[src/pwm_ch_cfg.svh]
// Register offsets, field positions, edge codes, reset values and counter limits of the width channel
`ifndef PWM_CH_CFG_SVH
`define PWM_CH_CFG_SVH

// Register indices on the plain register port
`define OFS_PERIPH_EN      4'h0
`define OFS_PRESCALE       4'h1
`define OFS_MODE           4'h2
`define OFS_NOISE_FILTER   4'h3
`define OFS_OUT_MODE       4'h4
`define OFS_OUT_LEVEL      4'h5
`define OFS_OUT_ENABLE     4'h6
`define OFS_START_TRIG     4'h7
`define OFS_ENABLE_STATUS  4'h8
`define OFS_CAPTURED       4'h9
`define OFS_COUNTER        4'hA
`define OFS_CHAN_STATUS    4'hB
`define OFS_IRQ_STATUS     4'hC
`define OFS_IRQ_MASK       4'hD

// Field positions
`define BIT_POWER_EN       0
`define BIT_OVERFLOW       0
`define BIT_CLK_SEL        15
`define BIT_MASTER_SPLIT   11
`define BIT_EDGE_HI        7
`define BIT_EDGE_LO        6
`define BIT_IRQ_CAPTURE    0
`define BIT_IRQ_OVERFLOW   1

// Edge select codes
`define EDGE_LOW_WIDTH     2'h2
`define EDGE_HIGH_WIDTH    2'h3

// Reset values and limits
`define RST_WORD           16'h0000
`define RST_BYTE           8'h00
`define COUNT_MAX_16       16'hFFFF
`define COUNT_MAX_8        16'h00FF
`define IRQ_BITS           2
`define CHANNEL_COUNT      8

`endif

[src/pwm_ch_pkg.sv]
// Types shared by the width-measurement channel modules
package pwm_ch_pkg;

    // Gray along stop -> wait -> count
    typedef enum logic [1:0] {
        ST_STOP  = 2'h0,
        ST_WAIT  = 2'h1,
        ST_COUNT = 2'h3
    } chan_state_t;

    typedef struct packed {
        logic [15:0] count;
        logic        tick_a;
        logic        tick_b;
    } presc_state_t;

    typedef struct packed {
        logic       sync1;
        logic       sync2;
        logic       sample;
        logic       level;
        logic       start_edge;
        logic       capture_edge;
    } cond_state_t;

    typedef struct packed {
        logic        power;
        logic [7:0]  prescale;
        logic [15:0] mode;
        logic [7:0]  noise_filter;
        logic [7:0]  out_mode;
        logic [7:0]  out_level;
        logic [7:0]  out_enable;
        logic        enable_status;
        chan_state_t state;
        logic [15:0] counter;
        logic [15:0] captured;
        logic        overflow;
        logic        ovf_pending;
        logic [1:0]  irq_status;
        logic [1:0]  irq_mask;
        logic [15:0] rdata;
        logic        chan_irq;
        logic        irq;
        logic        chan_out;
    } top_state_t;

endpackage

[src/pwm_edge_if.sv]
// Carrier between the channel core and its input conditioner
`timescale 1ns/1ps
interface pwm_edge_if;
    logic       run;
    logic       tick;
    logic       pin;
    logic       filter_en;
    logic [1:0] edge_sel;
    logic       start_edge;
    logic       capture_edge;

    modport core (output run, output tick, output pin, output filter_en, output edge_sel,
                  input start_edge, input capture_edge);
    modport cond (input run, input tick, input pin, input filter_en, input edge_sel,
                  output start_edge, output capture_edge);
endinterface

[src/pwm_prescaler.sv]
// Free-running prescaler that makes the two operating clock enables
`timescale 1ns/1ps
`include "pwm_ch_cfg.svh"
module pwm_prescaler (
    input  wire logic       clk,
    input  wire logic       rst_b,
    input  wire logic       ce,
    input  wire logic       run,
    input  wire logic [7:0] select,
    output logic            tick_a,
    output logic            tick_b
);
    pwm_ch_pkg::presc_state_t cur;
    pwm_ch_pkg::presc_state_t next_cur;

    // Divide by 2^sel: the tick fires when the low sel bits are all ones
    function automatic logic tick_of(input logic [15:0] cnt, input logic [3:0] sel);
        logic [15:0] mask;
        mask = 16'(( 17'h00001 << sel ) - 17'h00001);
        return (cnt & mask) == mask;
    endfunction

    // Stopped unit clock: counter parked at zero, no ticks
    always_comb
    begin
        next_cur = cur;
        if (!run)
        begin
            next_cur = '0;
        end
        else
        begin
            next_cur.count  = cur.count + 16'h0001;
            next_cur.tick_a = tick_of(cur.count, select[3:0]);
            next_cur.tick_b = tick_of(cur.count, select[7:4]);
        end
    end

    always_ff @(posedge clk)
    begin
        if (!rst_b)
            cur <= '0;
        else if (ce)
            cur <= next_cur;
    end

    assign tick_a = cur.tick_a;
    assign tick_b = cur.tick_b;
endmodule

[src/pwm_input_cond.sv]
// Input synchroniser, optional noise filter and start/capture edge detector
`timescale 1ns/1ps
`include "pwm_ch_cfg.svh"
module pwm_input_cond (
    input  wire logic clk,
    input  wire logic rst_b,
    input  wire logic ce,
    pwm_edge_if.cond  eif
);
    pwm_ch_pkg::cond_state_t cur;
    pwm_ch_pkg::cond_state_t next_cur;
    logic                    filtered;
    logic                    high_width;

    // Sampling only on the operating clock costs up to one of its periods of error
    always_comb
    begin
        next_cur              = cur;
        next_cur.start_edge   = 1'b0;
        next_cur.capture_edge = 1'b0;
        high_width = (eif.edge_sel == `EDGE_HIGH_WIDTH);
        // Filter passes a level only once two samples agree
        filtered   = eif.filter_en ? ((cur.sync2 == cur.sample) ? cur.sync2 : cur.level)
                                   : cur.sync2;
        if (!eif.run)
        begin
            next_cur = '0;
        end
        else if (eif.tick)
        begin
            next_cur.sync1  = eif.pin;
            next_cur.sync2  = cur.sync1;
            next_cur.sample = cur.sync2;
            next_cur.level  = filtered;
            // High width starts on rise, low width on fall
            next_cur.start_edge   = (filtered != cur.level) && (filtered == high_width);
            next_cur.capture_edge = (filtered != cur.level) && (filtered != high_width);
        end
    end

    always_ff @(posedge clk)
    begin
        if (!rst_b)
            cur <= '0;
        else if (ce)
            cur <= next_cur;
    end

    assign eif.start_edge   = cur.start_edge;
    assign eif.capture_edge = cur.capture_edge;
endmodule

[src/pulse_width_measure_channel.sv]
// Timer channel measuring input pulse width, with unit power gate and register port
`timescale 1ns/1ps
`include "pwm_ch_cfg.svh"
// Function
// - Power enable cleared: unit stopped, its clocks halted, register writes ignored.
// - Setting power enable starts unit clock and accepts writes; channel stays stopped.
// - Power enable at zero: unit register reads and writes are both ignored.
// - Prescaler defines two operating clocks; each channel selects one.
// - Output mode bit zero places the channel in master output mode.
// - In master output mode the output level bit has no effect.
// - Mode bit: master on channel 2, split on 1 and 3, zero on 0.
// - Start trigger bit always reads back zero; it is a pure trigger.
// - Start trigger sets enable status and waits for a start edge.
// - Count from zero after start edge; capture edge stores count and interrupts.
// - Capture sets overflow flag if wrapped; counter halts at captured plus one.
// - Edge select 10 measures low width, 11 measures high width.
// - Start trigger ignored while enable status is already one.
module pulse_width_measure_channel #(
    parameter logic [1:0] CHANNEL_INDEX = 2'h0
) (
    input  wire logic        CLK_SYS,
    input  wire logic        RST_B,
    input  wire logic        CE,
    input  wire logic [3:0]  ADDR,
    input  wire logic [15:0] WDATA,
    input  wire logic        WR,
    input  wire logic        RD,
    output logic      [15:0] RDATA,
    input  wire logic        CAPTURE_PIN,
    output logic             CHANNEL_IRQ,
    output logic             IRQ,
    output logic             CHANNEL_OUT
);
    pwm_ch_pkg::top_state_t cur;
    pwm_ch_pkg::top_state_t next_cur;
    pwm_edge_if             eif ();
    logic                   tick_a;
    logic                   tick_b;
    logic                   count_tick;
    logic                   wr_unit;
    logic                   rd_unit;
    logic        [15:0]     count_max;
    logic        [15:0]     mode_mask;
    logic        [1:0]      irq_set;
    logic                   chan_bit_mode;
    logic                   chan_bit_level;
    logic                   chan_bit_oe;

    // Write mask on the mode register: the shared bit exists only on channels 1 to 3
    function automatic logic [15:0] mode_write_mask(input logic [1:0] idx);
        logic [15:0] m;
        m = 16'hFFFF;
        if (idx == 2'h0)
            m[`BIT_MASTER_SPLIT] = 1'b0;
        return m;
    endfunction

    // Select this channel's bit from an eight-channel byte register
    function automatic logic chan_bit(input logic [7:0] reg_byte, input logic [1:0] idx);
        return reg_byte[{1'b0, idx}];
    endfunction

    // Two operating clocks from one prescaler; the run input stops it with the unit
    pwm_prescaler u_presc (
        .clk    (CLK_SYS),
        .rst_b  (RST_B),
        .ce     (CE),
        .run    (cur.power),
        .select (cur.prescale),
        .tick_a (tick_a),
        .tick_b (tick_b)
    );

    // Channel picks its operating clock with the clock select bit
    assign count_tick    = cur.mode[`BIT_CLK_SEL] ? tick_b : tick_a;
    assign eif.run       = cur.power;
    assign eif.tick      = count_tick;
    assign eif.pin       = CAPTURE_PIN;
    assign eif.filter_en = chan_bit(cur.noise_filter, CHANNEL_INDEX);
    assign eif.edge_sel  = {cur.mode[`BIT_EDGE_HI], cur.mode[`BIT_EDGE_LO]};

    pwm_input_cond u_cond (
        .clk   (CLK_SYS),
        .rst_b (RST_B),
        .ce    (CE),
        .eif   (eif)
    );

    // Unit registers answer only while the unit is powered
    assign wr_unit   = WR && cur.power;
    assign rd_unit   = RD && cur.power;
    assign mode_mask = mode_write_mask(CHANNEL_INDEX);

    // Split select on channels 1 and 3 narrows the counter to its low byte
    assign count_max = (CHANNEL_INDEX[0] && cur.mode[`BIT_MASTER_SPLIT]) ? `COUNT_MAX_8
                                                                         : `COUNT_MAX_16;

    assign chan_bit_mode  = chan_bit(cur.out_mode, CHANNEL_INDEX);
    assign chan_bit_level = chan_bit(cur.out_level, CHANNEL_INDEX);
    assign chan_bit_oe    = chan_bit(cur.out_enable, CHANNEL_INDEX);

    // Next-state logic: register port, measurement sequencer, interrupt status
    always_comb
    begin
        next_cur          = cur;
        next_cur.chan_irq = 1'b0;
        next_cur.rdata    = `RST_WORD;
        irq_set           = '0;

        // Power enable register stays reachable at all times
        if (WR && ADDR == `OFS_PERIPH_EN)
            next_cur.power = WDATA[`BIT_POWER_EN];

        if (wr_unit)
        begin
            case (ADDR)
                `OFS_PRESCALE:     next_cur.prescale     = WDATA[7:0];
                `OFS_MODE:         next_cur.mode         = WDATA & mode_mask;
                `OFS_NOISE_FILTER: next_cur.noise_filter = WDATA[7:0];
                `OFS_OUT_MODE:     next_cur.out_mode     = WDATA[7:0];
                `OFS_OUT_LEVEL:    next_cur.out_level    = WDATA[7:0];
                `OFS_OUT_ENABLE:   next_cur.out_enable   = WDATA[7:0];
                `OFS_IRQ_MASK:     next_cur.irq_mask     = WDATA[`IRQ_BITS-1:0];
                default:           next_cur.irq_mask     = cur.irq_mask;
            endcase
        end

        // Start trigger: never stored, so it always reads as zero
        if (wr_unit && ADDR == `OFS_START_TRIG && WDATA[{2'h0, CHANNEL_INDEX}])
        begin
            if (!cur.enable_status)
            begin
                next_cur.enable_status = 1'b1;
                next_cur.state         = pwm_ch_pkg::ST_WAIT;
            end
        end

        // Measurement sequencer
        case (cur.state)
            pwm_ch_pkg::ST_STOP:
            begin
                next_cur.state = next_cur.state;
            end
            pwm_ch_pkg::ST_WAIT:
            begin
                if (eif.start_edge)
                begin
                    next_cur.counter     = `RST_WORD;
                    next_cur.ovf_pending = 1'b0;
                    next_cur.state       = pwm_ch_pkg::ST_COUNT;
                end
            end
            pwm_ch_pkg::ST_COUNT:
            begin
                if (eif.capture_edge)
                begin
                    next_cur.captured = cur.counter;
                    next_cur.overflow = cur.ovf_pending;
                    next_cur.counter  = (cur.counter == count_max) ? `RST_WORD
                                                                   : cur.counter + 16'h0001;
                    next_cur.chan_irq = 1'b1;
                    irq_set[`BIT_IRQ_CAPTURE]  = 1'b1;
                    irq_set[`BIT_IRQ_OVERFLOW] = cur.ovf_pending;
                    next_cur.state    = pwm_ch_pkg::ST_WAIT;
                end
                else if (count_tick)
                begin
                    // Wrap remembers one or more full periods as an overflow
                    if (cur.counter == count_max)
                    begin
                        next_cur.counter     = `RST_WORD;
                        next_cur.ovf_pending = 1'b1;
                    end
                    else
                    begin
                        next_cur.counter = cur.counter + 16'h0001;
                    end
                end
            end
            default:
            begin
                next_cur.state = pwm_ch_pkg::ST_STOP;
            end
        endcase

        // Read mux; data appears in the cycle after the strobe
        if (RD && ADDR == `OFS_PERIPH_EN)
            next_cur.rdata = {15'h0000, cur.power};
        else if (rd_unit)
        begin
            case (ADDR)
                `OFS_PRESCALE:      next_cur.rdata = {8'h00, cur.prescale};
                `OFS_MODE:          next_cur.rdata = cur.mode;
                `OFS_NOISE_FILTER:  next_cur.rdata = {8'h00, cur.noise_filter};
                `OFS_OUT_MODE:      next_cur.rdata = {8'h00, cur.out_mode};
                `OFS_OUT_LEVEL:     next_cur.rdata = {8'h00, cur.out_level};
                `OFS_OUT_ENABLE:    next_cur.rdata = {8'h00, cur.out_enable};
                `OFS_START_TRIG:    next_cur.rdata = `RST_WORD;
                `OFS_ENABLE_STATUS: next_cur.rdata = 16'(cur.enable_status) << CHANNEL_INDEX;
                `OFS_CAPTURED:      next_cur.rdata = cur.captured;
                `OFS_COUNTER:       next_cur.rdata = cur.counter;
                `OFS_CHAN_STATUS:   next_cur.rdata = {15'h0000, cur.overflow};
                `OFS_IRQ_STATUS:    next_cur.rdata = {14'h0000, cur.irq_status};
                `OFS_IRQ_MASK:      next_cur.rdata = {14'h0000, cur.irq_mask};
                default:            next_cur.rdata = `RST_WORD;
            endcase
        end

        // Sticky status: a read clears, but an event in the same cycle survives
        if (rd_unit && ADDR == `OFS_IRQ_STATUS)
            next_cur.irq_status = irq_set;
        else
            next_cur.irq_status = cur.irq_status | irq_set;

        // Master mode ignores the level bit; the pin drives only when enabled
        next_cur.chan_out = chan_bit_oe && chan_bit_mode && chan_bit_level;

        // Powered-down unit returns to its reset state and stays there
        if (!next_cur.power)
        begin
            next_cur       = '0;
            next_cur.rdata = (RD && ADDR == `OFS_PERIPH_EN) ? {15'h0000, cur.power} : `RST_WORD;
        end

        next_cur.irq = |(next_cur.irq_status & next_cur.irq_mask);
    end

    // Single state register; clock enable freezes everything
    always_ff @(posedge CLK_SYS)
    begin
        if (!RST_B)
            cur <= '0;
        else if (CE)
            cur <= next_cur;
    end

    // Outputs come straight from the state register
    assign RDATA       = cur.rdata;
    assign CHANNEL_IRQ = cur.chan_irq;
    assign IRQ         = cur.irq;
    assign CHANNEL_OUT = cur.chan_out;
endmodule

[config.mk]
export PLATFORM = sky130hd
export DESIGN_NAME = pulse_width_measure_channel
export DESIGN_NICKNAME = d
export VERILOG_FILES = /design/src/pwm_ch_pkg.sv /design/src/pwm_edge_if.sv /design/src/pwm_prescaler.sv /design/src/pwm_input_cond.sv /design/src/pulse_width_measure_channel.sv
export VERILOG_INCLUDE_DIRS = /design/src
export SDC_FILE = /design/constraint.sdc
export NUM_CORES = 1
export LEC_CHECK = 0
export ABC_AREA = 1
export BUFFER_PORTS_ARGS = -buffer_cell sky130_fd_sc_hd__buf_4
export CORE_MARGIN = 4
export CORE_UTILIZATION = 30
export CTS_CLUSTER_SIZE = 20
export DETAILED_ROUTE_END_ITERATION = 10
export GPL_TIMING_DRIVEN = 0
export SYNTH_ARGS = -nofsm -noshare
export SYNTH_HDL_FRONTEND = slang
export SYNTH_SLANG_ARGS = --single-unit
[constraint.sdc]
create_clock -name CLK_SYS -period 2.7 [get_ports CLK_SYS]
set_input_delay 0.405 -clock CLK_SYS [delete_from_list [all_inputs] [get_ports CLK_SYS]]
set_output_delay 0.405 -clock CLK_SYS [all_outputs]
set_load 0.05 [all_outputs]
; After elaboration in Yosys (flattened, before gate mapping)
; Cells that the tools add are included.
[word_totals]
regBits = 141
[op_classes]
add_sub_neg = 4
n_eq_ne = 40
n_shift = 2
mux = 42
n_bitwise = 4
reduce_logical = 25
[op_table]
columns = operator, count
row1 = $pmux W16 S12, 1
row2 = $mux W117, 1
row3 = $mux W16, 6
row4 = $mux W56, 1
row5 = $mux W8, 5
row6 = $mux W18, 2
row7 = $mux W17, 2
row8 = $add A16 B1 Y16 const B, 2
row9 = $and A16 B16 Y16, 2
row10 = $eq A16 B16 Y1, 2
row11 = $pmux W16 S2, 1
row12 = $shl A1 B4 Y16 const A, 2
row13 = $sub A16 B1 Y16 const B, 2
row14 = $eq A4 B4 Y1 const B, 6
row15 = $reduce_and A3 Y1, 7
row16 = $ne A2 B1 Y1 const B, 10
row17 = $eq A16 B16 Y1 const B, 1
row18 = $eq A4 B3 Y1 const B, 4
row19 = $mux W2, 7
row20 = $mux W6, 2
row21 = $logic_and A1 B1 Y1, 11
row22 = $mux W1, 11
row23 = $ne A3 B3 Y1 const B, 3
row24 = $eq A4 B2 Y1 const B, 2
row25 = 20 further kinds, 24

; Longest topological paths before layout
; Gate-level depths: netlist of the first run.
[logic_depth]
depth_word = 9
depth_mapped = 14
ltp_nobuf = 13

; Modules after synthesis
; From an unflattened synthesis of the first run, not the netlist that was laid out.
[unflattened]
cells_unflattened = 1179
area_unflattened_um2 = 7544.7
[by_module_without_submodules]
columns = module, instances, cells_per_inst, area_per_inst_um2, seq_area_each_um2
row1 = pulse_width_measure_channel, 1, 876, 5799.3, 2322.2
row2 = pwm_prescaler, 1, 249, 1426.4, 340.3
row3 = pwm_input_cond, 1, 54, 319.1, 120.1

; Worst setup path before layout of the first run
; No wires, ideal clock.
[synth_path]
kind = register -> register
start = reg cur[110] (netlist bit)
end = reg u_presc.cur, in the netlist u_presc.tick_a
arrival_time_ns = 1.631
required_ns = 2.635
path_slack_ns = 1.004
path_stages_with_launch = 15
synth_period_minus_slack_ns = 1.696
path_cell_list = dfxtp_1 buf_2 nor2_1 nand2_1 ha_1 nor2_1 nor2_1 nand2_1 nor2_1 nand3_1 nor2_1 nand3_1 nor2_1 nor2_1 nor2_1
[synth_via]
elab_chain_cells = 5
[synth_lines]
columns = item, line_no
row1 = "start, declared", pulse_width_measure_channel.sv:34  ; pwm_ch_pkg::top_state_t cur;
row2 = "start signal, assigned", pulse_width_measure_channel.sv:234  ; cur <= next_cur;
row3 = $shl A1 B4 Y16 (*), pwm_prescaler.sv:19  ; mask = 16'(( 17'h00001 << sel ) - 17'h00001);
row4 = $sub A16 B1 Y16 (*), pwm_prescaler.sv:19
row5 = $and A16 B16 Y16, pwm_prescaler.sv:20  ; return (cnt & mask) == mask;
row6 = $eq A16 B16 Y1 (*), pwm_prescaler.sv:20
row7 = $mux W18 (*), pwm_prescaler.sv:27  ; if (!run)
row8 = "end signal, assigned", pwm_prescaler.sv:44  ; cur <= next_cur;
row9 = "end, declared", pwm_prescaler.sv:13  ; pwm_ch_pkg::presc_state_t cur;
; Mark *: on every way between the ends. The rest lies on a longest branch, timed or not.
; A chain may end at the register's enable or synchronous reset.

; Worst setup path in the final report of the first run
; Ends and elaborated chain as after synthesis.

==> qor.yml, run 1 <==
final.setup_skew_ps: 7.46
drt-total-wl_um: 25000
cts_resized: 0
fin_crit_sh_pct: 80.5
r2r_start: "cur[110]"
nNetsFinal: 1240
path_delay_family: "simple AND/OR/NAND/NOR gates"
rrSetupSlack_ps: 530
post_cts_buffers: 0
holdPathEnd: "cur[94]"
ios: 45
synth_compound_area_share_pct: 15.7
cts_sinks: 139
postSynthCellCount: 1149
worst_path_largest_cell_delay_ps: 320
synth-xor-area-share_pct: 0.820
drt_pass1_iterations: 6
die_area_mm2: 0.0275
gp_congestion: 0.915
drive_gt1_share_pct: 12.8
finalHoldViolations: 0
worst-slew-pin-transition_ps: 774
relSlewSlack_pct: 48.2
wl_per_cell_um: 16.2
synth_mux_area_share_pct: 0
cap_violations: 0
diodes: 0
critical_path_buf_inv_count: 1
synth.cell_area_mm2: 0.00747
p_leak_nw: 3.23
vias: 7745
yosys_warnings: 0
yosys_register_bits: 139
clkLatencyLatePin_ps: 430
rows: 57
grt_usage_pct: 18.0
clk_pin_slew_ps: 60
avgSynthCellArea_um2: 6.50
r2r_end: "u_presc.tick_a"
hold_start: "WDATA[2]"
setup.worst_path.start: "cur[110]"
period_needed_ps: 2170
die_h_um: 166
seq_area_frac_synth_pct: 37.2
via_per_inst: 5.01
syn_to_final_growth_pct: 17.8
crit_arrival_ps: 2530
cts_root_buffer: "clkbuf_16"
synth_cell_types: 38
worstPathCellList: "buf_2 > nor2_1 > nand2_1 > ha_1 > nor2_1 > nor2_1 > nand2_1 > nor2_1 > nand3_1 > nor2_1 > nand3_1 > nor2_1 > nor2_1 > nor2_1"
whs_path_depth: 3
numCtsBuffers: 17
critPathSlowestCell: "nor2_1"
synth_top_family_by_area: "simple AND/OR/NAND/NOR gates"
first_global_vias: 7243
rsz0062_at_grt: "no"
design.core.area_mm2: 0.0244
grt_max_degree: 17
grt_overflow: 0
slew_violations: 0
dp_hpwl_um: 19000
dp.cells: 1515
drc: 0
cts.htree.levels: 4
ff2ff_path_depth: 14
yosys.area_share.simple_pct: 35.7
critPathMostFrequentCell: "nor2_1"
initial_core_util_pct: 30.6
synth_fp_nets: 1179
postRouteAntennaNets: 0
synthAdderAreaFrac_pct: 0.670
min_path_type: "in -> reg"
first_iter_violations: 743
fillers: 2669
end_kind: "flop"
crit_type: "reg -> reg"
ir_drop_mv: 0.420
tns_ps: 0
antenna_found_initial: 1
io_buffers: 42
power_mw: 4.87
setup_viol: 0
cp.required_ps: 3060
fin_cells: 1547
critPathLaunchType: "flop"
holdBufCountCts: 0
status: "finished, final reports clean"
clockBufferDepth: 2
max_freq_mhz: 460
cts_tree: "yes"
cp_max_fo: 9
grt_pass1_wl_um: 39700
power_density_mw_per_mm2: 553
die_w_um: 166
## tightest hold or removal path: cells and delay by family
family                 cells  cell delay, ps
buffers and inverters      1             110
AOI/OAI and AO/OA          1              50
and+or+nand+nor            1              50
## through the flow
| step | hold slack [ps] | setup slack, ps | utilization (%) | cell area (µm²) |
|---|---|---|---|---|
| 2_1_floorplan | 425 | 1000 | - | 7470 |
| 3_3_place_gp | 440 | 522 | 33.6 | 8190 |
| 3_5_place_dp | 454 | 537 | 33.6 | 8190 |
| 4_1_cts | 233 | 524 | 36.1 | 8800 |
| 5_1_grt | 240 | 323 | 36.1 | 8800 |
| 6_report | 246 | 526 | 36.1 | 8800 |
## placed cells by master (no fill, tap or decap), types with 2 or more instances in the layout
cell type	netlist	routed
clkinv_4	1	4
nand3b_1	2	2
o211ai_1	11	11
nand3_1	74	74
a21oi_2	10	10
nand2_1	366	366
nor2_2	7	7
inv_6	0	2
dfxtp_1	139	139
nand2_2	12	12
o22ai_1	2	2
a21oi_1	131	131
inv_2	7	7
buf_1	2	2
clkbuf_16	0	17
inv_1	95	95
buf_2	7	7
bufinv_16	0	3
buf_6	8	8
o21ai_0	55	55
xor2_1	7	7
nand3_2	2	2
buf_4	18	60
clkinvlp_4	0	3
nand4_1	21	21
nor3_1	24	24
nand2_4	5	5
a31oi_1	3	3
clkinv_2	0	2
clkbuf_1	18	19
nor2_1	107	107
ha_1	4	4
## state kept, by name, indices dropped and copies added (netlist names), 4 cells and up
name,count
RDATA,16
cur,93
u_presc.cur,15
u_cond.cur,4
## final cells by class
cell class,count,area [µm²],area share (%)
plain buffers,54,340,3.87
inverters,104,398,4.52
clock inverters,13,166,1.89
multi-input cells,852,3950,44.9
clock buffers,19,443,5.03
flip-flops and latches,139,2780,31.6
repair buffers,42,315,3.58
well taps,324,405,4.61
## worst max-delay path by stage
stage | end | cells past startpoint
after global routing | u_presc.tick_b | 12
after global placement | u_presc.tick_a | 14
after floorplan | u_presc.tick_a | 14
final | u_presc.tick_a | 14
after CTS | u_presc.tick_a | 14
after detailed placement | RDATA[1] | 10
## synthesized netlist by cell type
cell / n / share of area (%)
o21a_1: 1 / 0.10
a21oi_4: 1 / 0.22
o31ai_1: 1 / 0.10
nand3b_1: 2 / 0.20
o21ai_0: 55 / 3.7
nand2_4: 5 / 0.75
buf_6: 8 / 1.2
nand2_1: 366 / 18
nand2_2: 12 / 1.0
nor3b_1: 1 / 0.10
nor2_1: 107 / 5.4
inv_2: 7 / 0.35
nand3_2: 2 / 0.27
a21oi_1: 131 / 8.8
o211ai_1: 11 / 1.1
nor2_8: 1 / 0.27
clkbuf_2: 1 / 0.067
clkinv_4: 1 / 0.12
nor3_1: 24 / 1.6
o22ai_1: 2 / 0.17
nand3_1: 74 / 5.0
xor2_1: 7 / 0.82
buf_2: 7 / 0.47
buf_4: 18 / 1.8
inv_4: 1 / 0.084
a21oi_2: 10 / 1.2
or2_2: 1 / 0.084
o21bai_1: 1 / 0.10
nor2_4: 1 / 0.15
dfxtp_1: 139 / 37
nor3_4: 1 / 0.22
buf_1: 2 / 0.10
ha_1: 4 / 0.67
inv_1: 95 / 4.8
nand4_1: 21 / 1.8
a31oi_1: 3 / 0.25
clkbuf_1: 18 / 0.90
nor2_2: 7 / 0.59
## kinds of logic after synthesis
group | after synthesis
flops | 139
buf+inv | 158
fa+ha+maj | 4
simple gates | 625
compound gates | 216
xor+xnor | 7
## report_power, final
part | switching (mW) | internal, mW
logic | 0.255 | 0.0901
registers | 0.0120 | 2.07
clock network | 0.962 | 1.48
total | 1.23 | 3.64
## metal layers
| metal | GRT usage [%] | vias to the layer above | routed length, µm |
|---|---|---|---|
| met5 | 0 | - | 20 |
| met4 | 5.85 | 2 | 622 |
| met3 | 3.36 | 40 | 1320 |
| met2 | 29.4 | 219 | 11600 |
| met1 | 24.0 | 3636 | 11400 |
| li1 | - | 3848 | - |
Power figures use the tool's default switching activity.
==> inputs of run 2 (changes only) <==
==> constraint.sdc (replaced) <==
create_clock -name CLK_SYS -period 2.02 [get_ports CLK_SYS]
set_input_delay 0.303 -clock CLK_SYS [delete_from_list [all_inputs] [get_ports CLK_SYS]]
set_output_delay 0.303 -clock CLK_SYS [all_outputs]
set_load 0.05 [all_outputs]
==> qor.yml, run 2 (synthesis gave the netlist of run 1 again) <==
cp.required_ps: 2380
vias: 7763
first_iter_violations: 756
final_cell_mix: "363 x nand2_1, 133 x dfxtp_1, 130 x a21oi_1"
cp_max_fo: 9
drc: 0
rows: 57
dp_hpwl_um: 19000
slew_violations: 0
drive_gt1_share_pct: 14.9
status: "finished, final reports clean"
max_freq_mhz: 526
grt_usage_pct: 18.0
gp_congestion: 0.915
power_density_mw_per_mm2: 730
min_path_type: "in -> reg"
finalHoldViolations: 0
io_buffers: 42
rsz0062_at_grt: "yes"
cts_tree: "yes"
via_per_inst: 5.01
setup_viol: 0
path_delay_family: "simple AND/OR/NAND/NOR gates"
fin_crit_sh_pct: 94.1
period_needed_ps: 1900
design.core.area_mm2: 0.0244
die_area_mm2: 0.0275
worstPathCellList: "buf_6 > nor2_4 > nand2_2 > ha_4 > nor2_1 > nor2_1 > nand2_1 > nor2_1 > nand3_1 > nor2_1 > nand3_1 > nor2_4 > nor2_1 > nor2_1"
worst-slew-pin-transition_ps: 801
largest_register_ffs: 93
syn_to_final_growth_pct: 19.4
cts_root_buffer: "clkbuf_16"
clockBufferDepth: 2
fin_util_pct: 36.6
cts.htree.levels: 4
crit_type: "reg -> reg"
clkLatencyLatePin_ps: 430
grt_overflow: 0
crit_arrival_ps: 2260
critPathMostFrequentCell: "nor2_1"
cts_sinks: 139
initial_core_util_pct: 30.6
ios: 45
critPathSlowestCell: "dfxtp_1"
grt_max_degree: 17
final_common_cell: "nand2_1"
drt-total-wl_um: 25100
worst_path_largest_cell_delay_ps: 300
cap_violations: 0
p_leak_nw: 3.28
wl_per_cell_um: 16.2
relSlewSlack_pct: 46.4
fin_cells: 1549
critical_path_buf_inv_count: 1
drt_pass1_iterations: 5
antenna_found_initial: 1
end_kind: "flop"
ir_drop_mv: 0.568
regMostFlops: "cur"
die_h_um: 166
critPathLaunchType: "flop"
numCtsBuffers: 17
die_w_um: 166
postRouteAntennaNets: 0
clk_pin_slew_ps: 60
nNetsFinal: 1242
final.setup_skew_ps: 8.10
grt_pass1_wl_um: 39700
dp.cells: 1515
first_global_vias: 7249
diodes: 0
run 2: cell count changes in the layout (fill, tap and decap cells not counted), sizes merged:
| cell | delta |
|---|---|
| clkbuf | -2 |
| buf | +4 |
run 2: stage by stage:
stage               hold slack, ps  cell area, µm²  setup TNS (ps)  total power [mW]  setup WS (ps)
finish                         141            8920               0              6.51            119
CTS                            131            8810               0              6.53           13.4
floorplan                      425            7470               0              3.11            324
global placement               440            8190            -676              3.29           -158
global route                   138            8920           -30.6              6.71          -30.6
detailed placement             454            8190            -515              3.29           -141
run 2: metal layers:
layer,up-vias,global-route usage (%),share of wire (%)
met5,-,0,0.080
met4,2,5.85,2.3
met3,41,3.36,5.8
met2,233,29.4,47
li1,3845,-,-
met1,3642,24.0,45
run 2: where the power goes:
part / total (mW) / internal (mW) / switching [mW]
combinational: 0.464 / 0.121 / 0.342
sequential: 2.78 / 2.76 / 0.0162
clock: 3.27 / 1.98 / 1.29
run 2: final timing paths:
kind	to	slack [ps]	cells after the start	startpoint
max	u_presc.tick_a	120	14	cur[110]
min	cur[94]	140	3	WDATA[2]
max reg2reg	u_presc.tick_a	120	14	cur[110]
min reg2reg	cur[96]	460	2	cur[96]
run 2: area by class of cell:
| type | count | area [µm²] |
|---|---|---|
| Clock buffer | 19 | 443 |
| Fill cell | 2656 | 15500 |
| Clock inverter | 13 | 166 |
| Tap cell | 324 | 405 |
| Timing Repair Buffer | 46 | 345 |
| Multi-Input combinational cell | 852 | 4030 |
| Inverter | 104 | 398 |
| Sequential cell | 139 | 2790 |
| Buffer | 52 | 339 |
run 2: worst register-to-register path, cell delays in order, from the launching register on:
cell and delay [ps]:
dfxtp_1 300, buf_6 140, nor2_4 150, nand2_2 90, ha_4 260, nor2_1 30, nor2_1 110, nand2_1 70
nor2_1 90, nand3_1 70, nor2_1 110, nand3_1 120, nor2_4 170, nor2_1 60, nor2_1 70
run 2: timing repair:
action                     4_1_cts  5_1_grt
setup endpoints to repair        7       23
buffers inserted                 0        4
pin swaps                        0        8
hold buffers                     0        0
resized for setup                4       27
gates cloned                     0        0
